==> config.mk <==
export PLATFORM = sky130hd
export DESIGN_NAME = lcdpw_device_flat
export DESIGN_NICKNAME = d
export VERILOG_FILES = /design/src/lcdpw_pkg.sv /design/src/lcdpw_if.sv /design/src/lcdpw_device.sv /design/src/flat_wrapper.sv
export SDC_FILE = /design/constraint.sdc
export NUM_CORES = 1
export LEC_CHECK = 0
export BUFFER_PORTS_ARGS = -buffer_cell sky130_fd_sc_hd__buf_2
export CORE_ASPECT_RATIO = 0.9
export CORE_MARGIN = 2
export CORE_UTILIZATION = 50
export CTS_BUF_LIST = sky130_fd_sc_hd__clkbuf_4
export CTS_CLUSTER_DIAMETER = 30
export CTS_CLUSTER_SIZE = 25
export DETAILED_ROUTE_END_ITERATION = 10
export GPL_ROUTABILITY_DRIVEN = 0
export PLACE_DENSITY = 0.75
export SLEW_MARGIN = 10
export SYNTH_ARGS = -nofsm -noshare
export SYNTH_HDL_FRONTEND = slang
export SYNTH_SLANG_ARGS = --single-unit
==> constraint.sdc <==
create_clock -name i_clk -period 3.9 [get_ports i_clk]
set_input_delay 0.195 -clock i_clk [delete_from_list [all_inputs] [get_ports i_clk]]
set_output_delay 0.195 -clock i_clk [all_outputs]
set_load 0.01 [all_outputs]
==> src/lcdpw_pkg.sv <==
// Constants and types shared by both ends of the parallel write port.
// Assumes one 20 MHz clock and a synchronous active-high reset on each end.
// Notes on behaviour
// Select low enables transfers, high ignores bus
// Reset low resets; release before transfers
// Select line 1 data/parameter, 0 command
// Host sets selector, select, data, then strobe; code sets data together with selector, before select
// Device latches word on strobe rising edge
// Host raises select after strobe returns high
// Pixel is 16-bit 565: 5R 6G 5B
// Address walks rows/columns, direction by scan mode
// Host sets address before writing colour
// Frame memory 345600 bytes, 480x320 array; code holds 480x320 16-bit words, 307200 bytes
// Lines 0-7 low byte, 8-15 high
// Port configured for sixteen data lines
// Write-only port, nothing read back
package lcdpw_pkg;
   localparam int unsigned LCDPW_DATA_W = 16;
   localparam int unsigned LCDPW_COLS = 480;
   localparam int unsigned LCDPW_ROWS = 320;
   localparam int unsigned LCDPW_MEM_BYTES = 345600;
   localparam int unsigned LCDPW_PIXELS = LCDPW_COLS * LCDPW_ROWS;
   localparam int unsigned LCDPW_COL_W = 9;
   localparam int unsigned LCDPW_ROW_W = 9;
   localparam int unsigned LCDPW_ADDR_W = 18;
   // Field positions of a 565 pixel
   localparam int unsigned LCDPW_RED_LSB = 11;
   localparam int unsigned LCDPW_GRN_LSB = 5;
   localparam int unsigned LCDPW_BLU_LSB = 0;
   // Command codes used by the address walker
   localparam logic [7:0] LCDPW_CMD_COL_SET = 8'h2A;
   localparam logic [7:0] LCDPW_CMD_ROW_SET = 8'h2B;
   localparam logic [7:0] LCDPW_CMD_MEM_WR = 8'h2C;
   localparam logic [7:0] LCDPW_CMD_SCAN = 8'h36;
   // Scan mode bits: row decrement, column decrement
   localparam int unsigned LCDPW_SCAN_ROWDEC = 7;
   localparam int unsigned LCDPW_SCAN_COLDEC = 6;
   // Reset values
   localparam logic [8:0] LCDPW_COL_RST = 9'h000;
   localparam logic [8:0] LCDPW_ROW_RST = 9'h000;
   // Host timing: each strobe phase in ns, converted to 50 ns cycles
   localparam int unsigned LCDPW_CLK_NS = 50;
   localparam int unsigned LCDPW_PHASE_NS = 50;
   localparam int unsigned LCDPW_PHASE_CYC = (LCDPW_PHASE_NS + LCDPW_CLK_NS - 1) / LCDPW_CLK_NS;
   localparam logic [3:0] LCDPW_PHASE_CNT = 4'(LCDPW_PHASE_CYC < 1 ? 1 : LCDPW_PHASE_CYC);
   typedef enum logic [2:0] {
      LCDPW_H_IDLE = 3'b000,
      LCDPW_H_SEL = 3'b001,
      LCDPW_H_DATA = 3'b010,
      LCDPW_H_STB = 3'b011,
      LCDPW_H_REL = 3'b100,
      LCDPW_H_DESEL = 3'b101
   } lcdpw_hstate_t;
   // Flattened frame address for a column and row
   function automatic logic [17:0] lcdpw_addr(input logic [8:0] col, input logic [8:0] row);
      lcdpw_addr = 18'(row * LCDPW_COLS + col);
   endfunction : lcdpw_addr
endpackage : lcdpw_pkg

==> src/lcdpw_if.sv <==
// Pin group between the host and the display port.
// Assumes both ends share the 20 MHz clock; all pins are host-driven.
interface lcdpw_if;
   import lcdpw_pkg::*;
   logic bus_select_n;
   logic ext_reset_n;
   logic cmd_data_sel;
   logic write_strobe_n;
   logic [LCDPW_DATA_W-1:0] data;
   modport host (output bus_select_n, output ext_reset_n, output cmd_data_sel, output write_strobe_n, output data);
   modport device (input bus_select_n, input ext_reset_n, input cmd_data_sel, input write_strobe_n, input data);
endinterface : lcdpw_if

==> src/lcdpw_device.sv <==
// Display end: latches words on the strobe rising edge and writes frame memory.
// Assumes pins synchronous to i_clk and timing held by the host.
module lcdpw_device
   import lcdpw_pkg::*;
(
   input wire logic i_clk,
   input wire logic i_rst,
   lcdpw_if.device bus,
   output logic o_word_valid,
   output logic o_word_is_cmd,
   output logic [15:0] o_word,
   output logic o_pix_valid,
   output logic [17:0] o_pix_addr,
   output logic [4:0] o_red,
   output logic [5:0] o_green,
   output logic [4:0] o_blue
);
   typedef struct packed {
      logic strobe_n;
      logic word_valid;
      logic word_is_cmd;
      logic [15:0] word;
      logic [7:0] last_cmd;
      logic [1:0] parm_idx;
      logic [7:0] scan;
      logic [8:0] col_start;
      logic [8:0] col_end;
      logic [8:0] row_start;
      logic [8:0] row_end;
      logic [8:0] col;
      logic [8:0] row;
      logic pix_valid;
      logic [17:0] pix_addr;
      logic [15:0] pix;
   } lcdpw_dstate_t;
   lcdpw_dstate_t st_ff, nxt_st;
   // Frame memory, one 16-bit word per pixel
   logic [15:0] frame_memory [LCDPW_PIXELS];
   logic rise;
   logic [7:0] pbyte;

   ////////////////////////////////////////////////////////////////////////
   // Decode a strobe rising edge; select and reset qualify it
   assign rise = st_ff.strobe_n == 1'b0 && bus.write_strobe_n == 1'b1
                 && bus.bus_select_n == 1'b0 && bus.ext_reset_n == 1'b1;
   assign pbyte = bus.data[7:0];

   always_comb begin
      nxt_st = st_ff;
      nxt_st.strobe_n = bus.write_strobe_n;
      nxt_st.word_valid = 1'b0;
      nxt_st.pix_valid = 1'b0;
      if (bus.ext_reset_n == 1'b0) begin
         nxt_st.scan = 8'h00;
         nxt_st.col = LCDPW_COL_RST;
         nxt_st.row = LCDPW_ROW_RST;
         nxt_st.last_cmd = 8'h00;
         nxt_st.parm_idx = 2'b00;
         // Window back to the full array, so a later write starts at zero
         nxt_st.col_start = LCDPW_COL_RST;
         nxt_st.row_start = LCDPW_ROW_RST;
         nxt_st.col_end = 9'(LCDPW_COLS - 1);
         nxt_st.row_end = 9'(LCDPW_ROWS - 1);
      end else if (rise) begin
         nxt_st.word_valid = 1'b1;
         nxt_st.word = bus.data;
         nxt_st.word_is_cmd = ~bus.cmd_data_sel;
         if (bus.cmd_data_sel == 1'b0) begin
            nxt_st.last_cmd = bus.data[7:0];
            nxt_st.parm_idx = 2'b00;
            if (bus.data[7:0] == LCDPW_CMD_MEM_WR) begin
               nxt_st.col = st_ff.col_start;
               nxt_st.row = st_ff.row_start;
            end
         end else begin
            nxt_st.parm_idx = st_ff.parm_idx + 2'b01;
            unique case (st_ff.last_cmd)
               LCDPW_CMD_SCAN: nxt_st.scan = bus.data[7:0];
               LCDPW_CMD_COL_SET: begin
                  unique case (st_ff.parm_idx)
                     2'b00: nxt_st.col_start[8] = pbyte[0];
                     2'b01: nxt_st.col_start[7:0] = pbyte[7:0];
                     2'b10: nxt_st.col_end[8] = pbyte[0];
                     2'b11: nxt_st.col_end[7:0] = pbyte[7:0];
                  endcase
               end
               LCDPW_CMD_ROW_SET: begin
                  unique case (st_ff.parm_idx)
                     2'b00: nxt_st.row_start[8] = pbyte[0];
                     2'b01: nxt_st.row_start[7:0] = pbyte[7:0];
                     2'b10: nxt_st.row_end[8] = pbyte[0];
                     2'b11: nxt_st.row_end[7:0] = pbyte[7:0];
                  endcase
               end
               LCDPW_CMD_MEM_WR: begin
                  // Pixel write, then advance column then row
                  nxt_st.pix_valid = 1'b1;
                  nxt_st.pix = bus.data;
                  nxt_st.pix_addr = lcdpw_addr(st_ff.col, st_ff.row);
                  nxt_st.parm_idx = st_ff.parm_idx;
                  if (st_ff.col == st_ff.col_end) begin
                     nxt_st.col = st_ff.col_start;
                     if (st_ff.row == st_ff.row_end) begin
                        nxt_st.row = st_ff.row_start;
                     end else if (st_ff.scan[LCDPW_SCAN_ROWDEC]) begin
                        nxt_st.row = st_ff.row - 9'h001;
                     end else begin
                        nxt_st.row = st_ff.row + 9'h001;
                     end
                  end else if (st_ff.scan[LCDPW_SCAN_COLDEC]) begin
                     nxt_st.col = st_ff.col - 9'h001;
                  end else begin
                     nxt_st.col = st_ff.col + 9'h001;
                  end
               end
               default: ;
            endcase
         end
      end
   end

   ////////////////////////////////////////////////////////////////////////
   // State register; the pin reset also clears scan and address
   always_ff @(posedge i_clk) begin
      if (i_rst) begin
         st_ff <= '0;
         st_ff.strobe_n <= 1'b1;
         st_ff.col_end <= 9'(LCDPW_COLS - 1);
         st_ff.row_end <= 9'(LCDPW_ROWS - 1);
      end else begin
         st_ff <= nxt_st;
      end
   end

   // Out-of-range addresses are dropped rather than wrapped
   always_ff @(posedge i_clk) begin
      if (st_ff.pix_valid && st_ff.pix_addr < 18'(LCDPW_PIXELS)) begin
         frame_memory[st_ff.pix_addr] <= st_ff.pix;
      end
   end

   assign o_word_valid = st_ff.word_valid;
   assign o_word_is_cmd = st_ff.word_is_cmd;
   assign o_word = st_ff.word;
   assign o_pix_valid = st_ff.pix_valid;
   assign o_pix_addr = st_ff.pix_addr;
   assign o_red = st_ff.pix[15:LCDPW_RED_LSB];
   assign o_green = st_ff.pix[10:LCDPW_GRN_LSB];
   assign o_blue = st_ff.pix[4:LCDPW_BLU_LSB];
endmodule : lcdpw_device

==> src/flat_wrapper.sv <==
// flat-port wrapper written by rule: the top's interface ports become plain ports
module lcdpw_device_flat import lcdpw_pkg::*;
  (i_clk, i_rst, o_word_valid, o_word_is_cmd, o_word, o_pix_valid, o_pix_addr, o_red, o_green, o_blue, bus_bus_select_n, bus_ext_reset_n, bus_cmd_data_sel, bus_write_strobe_n, bus_data);
  lcdpw_if bus_i ();
  input wire logic i_clk;
  input wire logic i_rst;
  output logic o_word_valid;
  output logic o_word_is_cmd;
  output logic [15:0] o_word;
  output logic o_pix_valid;
  output logic [17:0] o_pix_addr;
  output logic [4:0] o_red;
  output logic [5:0] o_green;
  output logic [4:0] o_blue;
  input wire logic [$bits(bus_i.bus_select_n)-1:0] bus_bus_select_n;
  input wire logic [$bits(bus_i.ext_reset_n)-1:0] bus_ext_reset_n;
  input wire logic [$bits(bus_i.cmd_data_sel)-1:0] bus_cmd_data_sel;
  input wire logic [$bits(bus_i.write_strobe_n)-1:0] bus_write_strobe_n;
  input wire logic [$bits(bus_i.data)-1:0] bus_data;
  assign bus_i.bus_select_n = bus_bus_select_n;
  assign bus_i.ext_reset_n = bus_ext_reset_n;
  assign bus_i.cmd_data_sel = bus_cmd_data_sel;
  assign bus_i.write_strobe_n = bus_write_strobe_n;
  assign bus_i.data = bus_data;
  lcdpw_device u_core (.i_clk(i_clk), .i_rst(i_rst), .bus(bus_i), .o_word_valid(o_word_valid), .o_word_is_cmd(o_word_is_cmd), .o_word(o_word), .o_pix_valid(o_pix_valid), .o_pix_addr(o_pix_addr), .o_red(o_red), .o_green(o_green), .o_blue(o_blue));
endmodule
Word level (Yosys, flattened, before mapping)
Index checks and enable logic that the tools add are counted.
Storage, ports and cells
  flip-flop bits (word level): 126
  ROM bits: 0
  word-level logic and storage cells: 92
  latch bits: 0
  output and inout bits: 53
  RAM bits: 0
  input bits: 22
  memories kept: 0
Operators by class
  $add $sub $neg: 6
  equality and inequality tests: 13
  reductions and logical operators: 22
  multipliers: 1
  shift operators: 0
  bitwise operators: 5
  muxes and demuxes: 25
  $lt $le $gt $ge: 0
  div/mod/pow operators: 0
Operators with widths (number)
  $mux W125: 1
  $mux W18: 4
  $mux W53: 1
  $mux W8: 6
  $mux W9: 5
  $mux W44: 1
  $eq A8 B6 Y1 const B: 5
  $reduce_and A4 Y1: 10
  $mux W35: 1
  $add A18 B9 Y18: 1
  $add A9 B1 Y9 const B: 2
  $eq A9 B9 Y1: 2
  $sub A9 B1 Y9 const B: 2
  $mul A9 B4 Y13 const B: 1
  $reduce_and A2 Y1: 3
  $reduce_and A3 Y1: 2
  $not A1 Y1: 5
  $eq A2 B2 Y1 const B: 2
  $mux W1: 4
  $mux W2: 2
  $ne A2 B1 Y1 const B: 2
  $reduce_or A4 Y1: 1
  $logic_and A1 B1 Y1: 3
  $add A2 B1 Y2 const B: 1
  other kinds (5): 5

Longest topological paths before layout
Gate-level depths: netlist of the first run.
  depth in word-level cells: 7
  gate-level depth with buffers: 13
  mapped depth without buffers: 12

Worst setup path before layout of the first run
OpenSTA, ideal clock, no wires.
  path kind: flip-flop to flip-flop
  from: reg u_core.st_ff[37] (netlist name)
  to: reg u_core.st_ff, in the netlist u_core.o_pix_addr[17]
  data required time: 3.814 ns
  stages on the path, launching flop included: 13
  period minus slack after synthesis: 3.550 ns
  library setup time: 0.086 ns
  buffers on the path: 0
  arrival: 3.464 ns
  slack: 0.350 ns
  path through: dfxtp_1 > inv_1 > fa_1 > fa_1 > inv_1 > ha_1 > o21a_1 > a21boi_1 > o311a_1 > or2_1 > nor4_1 > xnor2_1 > a211oi_1
On the way
  cells in the longest elaborated chain, start to end: 2
RTL lines
  start, declared: RTL line lcdpw_device.sv:36  | lcdpw_dstate_t st_ff, nxt_st;
  start signal, assigned: RTL line lcdpw_device.sv:131  | st_ff <= nxt_st;
  $mul A9 B4 Y13: RTL line lcdpw_pkg.sv:56  | lcdpw_addr = 18'(row * LCDPW_COLS + col);
  $add A18 B9 Y18: RTL line lcdpw_pkg.sv:56
Every way passes these cells.
A chain may end at the register's enable or synchronous reset.

Final worst setup path of the first run
Ends and elaborated chain as after synthesis.

==> results of run 1 <==
==> cells in the mapped netlist (4+ instances only) <==
cell type	instances
o21ai_0	40
nor2b_1	6
dfxtp_1	120
nand3_1	9
nand4_1	6
fa_1	18
inv_1	45
mux2i_1	37
nor3b_1	4
buf_2	6
xor2_1	22
a21oi_1	90
nor2_1	75
nor4_1	8
a21o_1	7
nand2b_1	7
buf_4	50
nand2_1	120
clkbuf_1	27
o21ai_1	4
a211oi_1	12
ha_1	38
xnor2_1	24
==> cell usage in the layout, fill, tap and decap left out, types with 23 or more instances in the layout <==
master	Yosys	layout
nor2_1	75	74
ha_1	38	38
mux2i_1	37	37
inv_1	45	43
o21ai_0	40	40
dfxtp_1	120	119
buf_2	6	74
nand2_1	120	120
xnor2_1	24	23
a21oi_1	90	90
==> worst max-delay path: cells and delay by family (launching register included) <==
family | cells | cell delay, ps
compound gates | 4 | 980
buf+inv | 2 | 150
simple gates | 2 | 550
flops | 1 | 420
fa+ha+maj | 3 | 1380
xor+xnor | 1 | 90
==> flip-flops by register name, indices dropped and copies added (netlist names) <==
name                  count
u_core.o_pix_valid        1
u_core.o_red              5
u_core.o_word_is_cmd      1
u_core.o_blue             5
u_core.st_ff             67
u_core.o_pix_addr        18
u_core.o_green            6
u_core.o_word_valid       1
u_core.o_word            16
==> metal layers <==
| layer | global-route usage, % | vias to the layer above | routed length, um |
|---|---|---|---|
| met3 | 5.131 | 24 | 1062 |
| li1 | - | 2892 | - |
| met2 | 34.00 | 173 | 6990 |
| met5 | 0 | - | 0 |
| met4 | 5.652 | 0 | 219 |
| met1 | 29.00 | 2691 | 7503 |
==> worst max path at each step <==
stage / end / slack [ps] / cells after the start
2_1_floorplan: u_core.o_pix_addr[17] / 350 / 12
4_1_cts: u_core.o_pix_addr[17] / 160 / 12
5_1_grt: u_core.o_pix_addr[17] / 20 / 12
6_report: u_core.o_pix_addr[17] / 250 / 12
3_5_place_dp: u_core.o_pix_addr[17] / 190 / 12
3_3_place_gp: u_core.o_pix_addr[17] / 240 / 12
==> stage by stage <==
step / cells / cell area [sq um] / hold WS [ps] / total power (W)
after global routing: 1082 / 7681 / 164.9 / 0.002224
after global placement: 1033 / 7234 / 414.3 / 0.001332
after floorplan: 840 / 7049 / 301.6 / 0.001300
after detailed placement: 1033 / 7234 / 417.5 / 0.001332
final: 1082 / 7681 / 180.2 / 0.002140
after CTS: 1082 / 7666 / 134.8 / 0.002160
==> area by class of cell <==
cell class	count	area, sq um	share of cell area (%)
Multi-Input combinational cell	588	3968	51.65
Sequential cell	120	2404	31.29
Timing Repair Buffer	104	638.1	8.308
Tap cell	193	241.5	3.144
Inverter	45	168.9	2.199
Clock buffer	18	135.1	1.759
Clock inverter	14	126.4	1.645
==> report_power, final <==
group          leakage [nW]  switching (W)  internal [W]
clock                 0.132       0.000496      0.000325
combinational          1.98      0.0000594     0.0000303
sequential            0.968     0.00000156       0.00123
total                  3.08       0.000557       0.00158
==> kinds of logic (layout without fill, tap and decap cells) <==
group,Yosys count,in the layout,synth area share (%)
adders and majority gates,56,56,11.86
DFF,120,120,34.08
AOI/OAI and AO/OA,187,187,16.19
xor gates and xnor gates,46,46,5.715
and+or+nand+nor,262,262,17.00
muxes,37,37,5.254
buffers and inverters,132,181,9.904
==> timing repair <==
item                                    4_1_cts  5_1_grt
hold buffers                                 17        0
gates resized for setup                       0        5
hold endpoints to repair                     38        0
endpoints found under the setup margin        0        2
==> summary.txt, run 1 <==
Run
  – Max-cap violations: 0

Global routing
  – Total track usage: 21.28%
  – Largest net degree at the start of global routing: 57
  – Antenna violations before repair: 0
  – Grt total ovfl: 0
  – Vias in the first global route: 5205
  – Global-route wire length before repair: 25350 um

STA
  – Final setup viols: 0
  – Clk_skew: 15.58 ps
  – Period utilisation layout: 93.48%
  – Final Critical Period: 3646 ps
  – Max frequency: 274.3 MHz
  – Unrepaired setup endpoints after global routing: no
  – Fin Setup TNS: 0 ps
  – Worst Max-Slew Pin Slew: 996.1 ps
  – Fin. Hold Viols: 0
  – Final Max Tran Viols: 0
  – Final setup margin: 254.3 ps
  – Worst slew margin: 33.59%

Worst hold path
  – Hold Crit Start: bus_cmd_data_sel
  – Worst hold path type: in -> reg
  – WHS Endpoint: u_core.st_ff[98]
  – Worst Hold Path Cells: 4

Die
  – Site Rows: 41
  – Die area: 15070 sq um
  – Chip height: 116.6 um
  – Placeable Area: 13900 sq um
  – Ports: 75
  – Starting Density: 50.71%
  – Die width: 129.2 um

Detailed routing
  – DR vias: 5780
  – DR DRC count: 0
  – Pre-antenna DRT Iters: 5
  – Post-DRT Antenna Nets: 0
  – Avg WL per Cell: 14.58 um
  – Avg Vias per Cell: 5.342
  – Drt initial violations: 377
  – Routed WL: 15780 um

Setup path
  – Crit-path max FO: 6
  – Crit start category: flip-flop
  – CP Class: reg -> reg
  – Crit-path cells: inv_1, fa_1, fa_1, inv_1, ha_1, o21a_1, a21boi_1, o311a_1, or2_1, nor4_2, xnor2_1, a211oi_1
  – Req. time, crit path: 4340 ps
  – Critical path capture point type: flip-flop
  – CP max-delay cell: fa_1
  – Slowest Stage Delay on Critical Path: 510 ps
  – CP arrival: 4090 ps
  – R2r endpoint: u_core.o_pix_addr[17]
  – Reg-to-Reg Start: u_core.st_ff[37]
  – R2R Setup Slk: 250 ps
  – Setup crit start: u_core.st_ff[37]
  – Worst R2R Path Depth: 12

Synth
  – Cell taking the most area after synthesis: dfxtp_1
  – Synth warn: 0
  – EDFF count, synth: 0
  – Share of the synthesized area in the top cell type: 34.08%
  – Top cells by area, synth: dfxtp_1 34%, ha_1 6.7%, a21oi_1 6.4%
  – Syn_area_per_cell: 8.392 sq um
  – Sequential area share after synthesis: 34.08%
  – Cell variety after synth: 64
  – Fraction of registers with async set/reset: 0%
  – Post-synth design cell area: 7049 sq um
  – #FFs+latches synth: 120
  – Synth Flop Type: dfxtp_1
  – Post-Syn Nets: 918
  – Post-Syn Instances: 840

Cells and area
  – # fillers: 1293
  – Share of layout cells above drive strength 1: 15.86%
  – Nets: 954
  – Ant. Diodes: 0
  – Layout overhead on the synthesized area: 8.963%
  – Final Util: 55.25%

Place
  – DP HPWL: 11060 um
  – Setup WS pre-CTS: 195.0 ps
  – Port Buf Inserts: 74

Clock tree
  – H-tree Lvls: 4
  – Clk_lat worst skew: 530 ps
  – Total CTS buffers: 17
  – Clk buf depth: 2
  – CTS root buf: clkbuf_4
  – Worst-path clk slew: 110 ps
  – Post-CTS Setup Bufs: 0
  – Clk sinks: 120
  – CTS tree: built

Power and ir drop
  – Leakage power total: 3.077 nW
  – Worst VDD drop: 206.1 uV
  – PD cells: 278.5 nW/um^2

Status
  – Status: complete, no violations
No activity file was read; power rests on OpenSTA's default activity.
==> inputs of run 2 (changes only) <==
--- a/config.mk
+++ b/config.mk
@@ -6,7 +6,7 @@
 export NUM_CORES = 1
 export LEC_CHECK = 0
 export BUFFER_PORTS_ARGS = -buffer_cell sky130_fd_sc_hd__buf_2
-export CORE_ASPECT_RATIO = 0.9
+export CORE_ASPECT_RATIO = 1.25
 export CORE_MARGIN = 2
 export CORE_UTILIZATION = 50
 export CTS_BUF_LIST = sky130_fd_sc_hd__clkbuf_4
@@ -15,7 +15,7 @@
 export DETAILED_ROUTE_END_ITERATION = 10
 export GPL_ROUTABILITY_DRIVEN = 0
 export PLACE_DENSITY = 0.75
-export SLEW_MARGIN = 10
+export SLEW_MARGIN = 20
 export SYNTH_ARGS = -nofsm -noshare
 export SYNTH_HDL_FRONTEND = slang
 export SYNTH_SLANG_ARGS = --single-unit
==> run 2 against run 1 <==
Effect of this change:
- count of clock-buffer cells in the layout stayed put
- routed wire length grew 3.2%
- global-route usage grew 0.83 points
- largest power group unchanged
==> summary.txt, run 2 (synthesis results as in run 1) <==
Status
  – Status: complete, no violations

Cells and area
  – Post-route cell area: 7655 sq um
  – Commonest non-fill, non-tap cells in the layout: 120 x nand2_1, 118 x dfxtp_1, 90 x a21oi_1, 74 x nor2_1, 74 x buf_2
  – Commonest non-fill, non-tap cell in the layout: nand2_1
  – Final Util: 55.42%
  – Layout overhead on the synthesized area: 8.591%
  – Share of layout cells above drive strength 1: 16.21%
  – Nets: 947
  – Number of flip-flops under the largest register name: 67
  – Reg with most FFs: u_core.st_ff

Setup path
  – R2R Setup Slk: 180 ps
  – Critical path capture point type: flip-flop
  – Bufs and invs on worst path: 2
  – Req. time, crit path: 4340 ps
  – CP arrival: 4160 ps
  – Reg-to-Reg Start: u_core.st_ff[40]
  – Crit start category: flip-flop
  – Worst R2R Path Depth: 12
  – CP delay by family, top: adder cells
  – Crit-path max FO: 7
  – Slowest Stage Delay on Critical Path: 520 ps
  – CP max-delay cell: fa_1
  – R2r endpoint: u_core.o_pix_addr[16]
  – CP Class: reg -> reg
  – Crit-path cells: inv_1, fa_1, fa_1, inv_1, ha_1, nor3_1, nor3b_2, o22ai_1, xor2_1, nor4_1, xor2_1, a211oi_1

Power and ir drop
  – PD cells: 298.0 nW/um^2
  – Clock power share: 42.4%
  – Sw Ratio: 24.97%
  – Worst VDD drop: 229.8 uV
  – Sequential share of power: 53.9%
  – Int Power: 0.001711 W
  – Psw: 0.0005695 W
  – Leakage power total: 3.065 nW
  – Combinational share of power: 3.7%

Clock tree
  – Post-CTS Setup Bufs: 0
  – Total CTS buffers: 17
  – Clk sinks: 120
  – CTS root buf: clkbuf_4
  – Worst-path clk slew: 120 ps
  – Clk_lat worst skew: 540 ps
  – CTS tree: built
  – H-tree Lvls: 4
  – Clk buf depth: 2

Run
  – Max-cap violations: 0

Die
  – Ports: 75
  – Die width: 110.2 um
  – Die area: 15070 sq um
  – Placeable Area: 13810 sq um
  – Starting Density: 51.03%
  – Chip height: 136.8 um
  – Site Rows: 48

Worst hold path
  – Hold Crit Start: bus_data[5]
  – WHS Endpoint: u_core.o_green[0]
  – Worst Hold Path Cells: 3
  – Worst hold path type: in -> reg

STA
  – Final Critical Period: 3723 ps
  – Final setup margin: 177.3 ps
  – Max frequency: 268.6 MHz
  – Final Max Tran Viols: 0
  – Fin. Hold Viols: 0
  – Clk_skew: 19.47 ps
  – Worst slew margin: 20.77%
  – Worst Max-Slew Pin Slew: 1178 ps
  – Unrepaired setup endpoints after global routing: yes
  – Hold Slack: 32.24 ps
  – Period utilisation layout: 95.45%
  – Final setup viols: 0

Detailed routing
  – Post-DRT Antenna Nets: 0
  – DR DRC count: 0
  – Avg Vias per Cell: 5.431
  – Routed WL: 16280 um
  – DR vias: 5746
  – Drt initial violations: 346
  – Pre-antenna DRT Iters: 6
  – Avg WL per Cell: 15.39 um

Place
  – Port Buf Inserts: 74
  – DP HPWL: 11360 um
  – Setup WS pre-CTS: 143.2 ps
  – DP Area: 7197 sq um

Global routing
  – Largest net degree at the start of global routing: 57
  – Vias in the first global route: 5374
  – Global-route wire length before repair: 25940 um
  – Grt total ovfl: 0
  – Antenna violations before repair: 0
  – Total track usage: 22.11%
==> run 2: worst register-to-register path, cell delays in order, from the launching register on <==
cell and delay (ps):
dfxtp_1 400, inv_1 160, fa_1 520, fa_1 510, inv_1 40, ha_1 380
nor3_1 360, nor3b_2 110, o22ai_1 300, xor2_1 180, nor4_1 320, xor2_1 110
a211oi_1 220
==> run 2: worst max-delay path by stage <==
| stage | from | slack, ps | depth (start not counted) | to |
|---|---|---|---|---|
| after detailed placement | u_core.st_ff[38] | 140 | 12 | u_core.o_pix_addr[17] |
| final | u_core.st_ff[40] | 180 | 12 | u_core.o_pix_addr[16] |
| after CTS | u_core.st_ff[38] | 70 | 12 | u_core.o_pix_addr[17] |
| after floorplan | u_core.st_ff[37] | 350 | 12 | u_core.o_pix_addr[17] |
| after global routing | u_core.st_ff[40] | -70 | 12 | u_core.o_pix_addr[16] |
| after global placement | u_core.st_ff[38] | 220 | 12 | u_core.o_pix_addr[17] |
==> run 2: area by class of cell <==
| class | instances | area (sq um) |
|---|---|---|
| fillers | 1254 | 6158 |
| clock inverters | 14 | 173.9 |
| inverters | 45 | 168.9 |
| diodes | 1 | 2.502 |
| flip-flops and latches | 120 | 2405 |
| multi-input cells | 588 | 3978 |
| well taps | 175 | 219.0 |
| repair buffers | 97 | 573.1 |
| clock buffers | 18 | 135.1 |
==> run 2: metal layers <==
layer,track usage [%],vias up,part of all wire (%)
met5,0,-,0
met4,8.264,0,2.0
met3,4.143,27,4.6
met2,38.48,163,50
met1,26.82,2689,43
li1,-,2867,-
==> run 2: power by group through the flow <==
stage	logic [W]	registers (W)	clock network (W)
after global routing	0.0000904	0.00123	0.00104
after floorplan	0.0000428	0.00126	0
after detailed placement	0.0000750	0.00126	0
after global placement	0.0000745	0.00126	0
after CTS	0.0000831	0.00123	0.000982
final	0.0000844	0.00123	0.000967
==> run 2: stage by stage <==
step / std cells / power, W / setup TNS (ps)
after detailed placement: 1013 / 0.001333 / 0
after CTS: 1056 / 0.002295 / 0
after floorplan: 840 / 0.001300 / 0
after global placement: 1013 / 0.001332 / 0
final: 1058 / 0.002281 / 0
after global routing: 1057 / 0.002361 / -69.49
==> run 2: timing repair <==
| item | CTS | global route |
|---|---|---|
| hold endpoints to repair | 21 | 2 |
| resized for setup | 0 | 9 |
| hold buffers | 11 | 1 |
| endpoints found under the setup margin | 0 | 4 |
==> inputs of run 3 (changes only) <==
==> constraint.sdc (replaced) <==
create_clock -name i_clk -period 3.6 [get_ports i_clk]
set_input_delay 0.18 -clock i_clk [delete_from_list [all_inputs] [get_ports i_clk]]
set_output_delay 0.18 -clock i_clk [all_outputs]
set_load 0.01 [all_outputs]
==> run 3 against run 2 <==
Effect of this change:
- via count rose by 1.4%
- register-to-register slack got worse by 80 ps
- sequential share of layout area down 0.82 points
- highest routed layer unchanged
==> summary.txt, run 3 (synthesis results as in run 1) <==
Status
  – Status: complete, no violations

Clock tree
  – H-tree Lvls: 4
  – CTS root buf: clkbuf_4
  – Total CTS buffers: 17
  – Clk_lat worst skew: 510 ps
  – Clk buf depth: 2
  – CTS tree: built
  – Clk sinks: 120
  – Worst-path clk slew: 110 ps

Cells and area
  – Commonest non-fill, non-tap cell in the layout: nand2_1
  – Ant. Diodes: 0
  – Final Util: 56.93%
  – Layout overhead on the synthesized area: 11.55%
  – Reg with most FFs: u_core.st_ff
  – Share of layout cells above drive strength 1: 18.85%
  – Nets: 967
  – Commonest non-fill, non-tap cells in the layout: 120 x nand2_1, 117 x dfxtp_1, 89 x a21oi_1, 74 x nor2_1, 74 x buf_2
  – Post-route cell area: 7864 sq um
  – Number of flip-flops under the largest register name: 67
  – # fillers: 1230

Power and ir drop
  – Leakage power total: 3.188 nW
  – Worst VDD drop: 265.7 uV
  – PD cells: 317.2 nW/um^2

Global routing
  – Grt total ovfl: 0
  – Largest net degree at the start of global routing: 57
  – Antenna violations before repair: 0
  – Global-route wire length before repair: 25260 um
  – Vias in the first global route: 5340
  – Total track usage: 21.32%

STA
  – Hold Slack: 40.94 ps
  – Worst slew margin: 30.41%
  – Period utilisation layout: 97.32%
  – Max frequency: 285.4 MHz
  – Final Critical Period: 3504 ps
  – Final Max Tran Viols: 0
  – Clk_skew: 16.78 ps
  – Fin Setup TNS: 0 ps
  – Final setup viols: 0
  – Worst Max-Slew Pin Slew: 1039 ps
  – Fin. Hold Viols: 0

Die
  – Chip height: 136.8 um
  – Site Rows: 48
  – Starting Density: 51.03%
  – Die area: 15070 sq um
  – Die width: 110.2 um
  – Ports: 75
  – Placeable Area: 13810 sq um

Place
  – DP HPWL: 11130 um
  – DP Area: 7317 sq um
  – Port Buf Inserts: 74

Setup path
  – Req. time, crit path: 4010 ps
  – Crit-path max FO: 5
  – Crit start category: flip-flop
  – Critical path capture point type: flip-flop
  – R2R Setup Slk: 100 ps
  – CP arrival: 3910 ps
  – CP Class: reg -> reg

Worst hold path
  – Worst hold path type: in -> reg

Detailed routing
  – Pre-antenna DRT Iters: 5
  – Avg WL per Cell: 15.11 um
  – Post-DRT Antenna Nets: 0
  – Avg Vias per Cell: 5.410
  – Routed WL: 16270 um
  – DR vias: 5827
  – Drt initial violations: 504
  – DR DRC count: 0

Run
  – Max-cap violations: 0
-- run 3: power by group --
group          internal [W]  switching [W]
registers           0.00133     0.00000175
clock network      0.000563       0.000507
logic             0.0000302      0.0000623
-- run 3: path summary, 6_finish.rpt --
check                                          start                     to  depth (start not counted)
worst max-delay path                u_core.st_ff[36]  u_core.o_pix_addr[14]                         12
worst min-delay path                     bus_data[0]       u_core.o_word[0]                          3
worst max register to register      u_core.st_ff[36]  u_core.o_pix_addr[14]                         12
worst min register to register  u_core.o_pix_addr[2]   u_core.o_pix_addr[2]                          2
-- run 3: layout make-up --
cell class	count	area (sq um)	area share (%)
multi-input cells	588	4021	51.14
clock inverters	13	177.7	2.259
flip-flops and latches	120	2406	30.60
inverters	45	168.9	2.148
well taps	175	219.0	2.784
clock buffers	19	142.6	1.814
repair buffers	117	728.2	9.260
-- run 3: per-stage QoR --
stage / cells / worst slack, ps / total power [W]
final: 1077 / 96.38 / 0.002494
after global routing: 1077 / -32.58 / 0.002576
after CTS: 1075 / 28.13 / 0.002516
after detailed placement: 1029 / -6.585 / 0.001442
after global placement: 1029 / 116.2 / 0.001442
after floorplan: 840 / 50.33 / 0.001408
-- run 3: repair_timing --
item                       4_1_cts  5_1_grt
buffers inserted                 0        2
setup endpoints to repair        1        4
hold buffers                    14        0
hold endpoints to repair        29        0
resized for setup                2       17
pin swaps                        0        7
-- run 3: critical path, stage by stage (launching register included) --
cell and delay [ps]:
dfxtp_1 400, inv_1 120, fa_1 450, fa_1 490, inv_1 50, ha_1 320, buf_4 170, a21oi_1 110
o22ai_1 140, o41ai_1 420, xnor2_1 170, or3_1 330, a311oi_1 250
-- run 3: metal layers --
layer / wire [um] / GRT usage, % / share of wire, % / vias to the layer above
met2: 8171 / 37.59 / 50 / 164
met1: 6924 / 25.72 / 43 / 2730
met5: 0 / 0 / 0 / -
met4: 294 / 6.875 / 1.8 / 0
li1: - / - / - / 2908
met3: 882 / 4.286 / 5.4 / 25
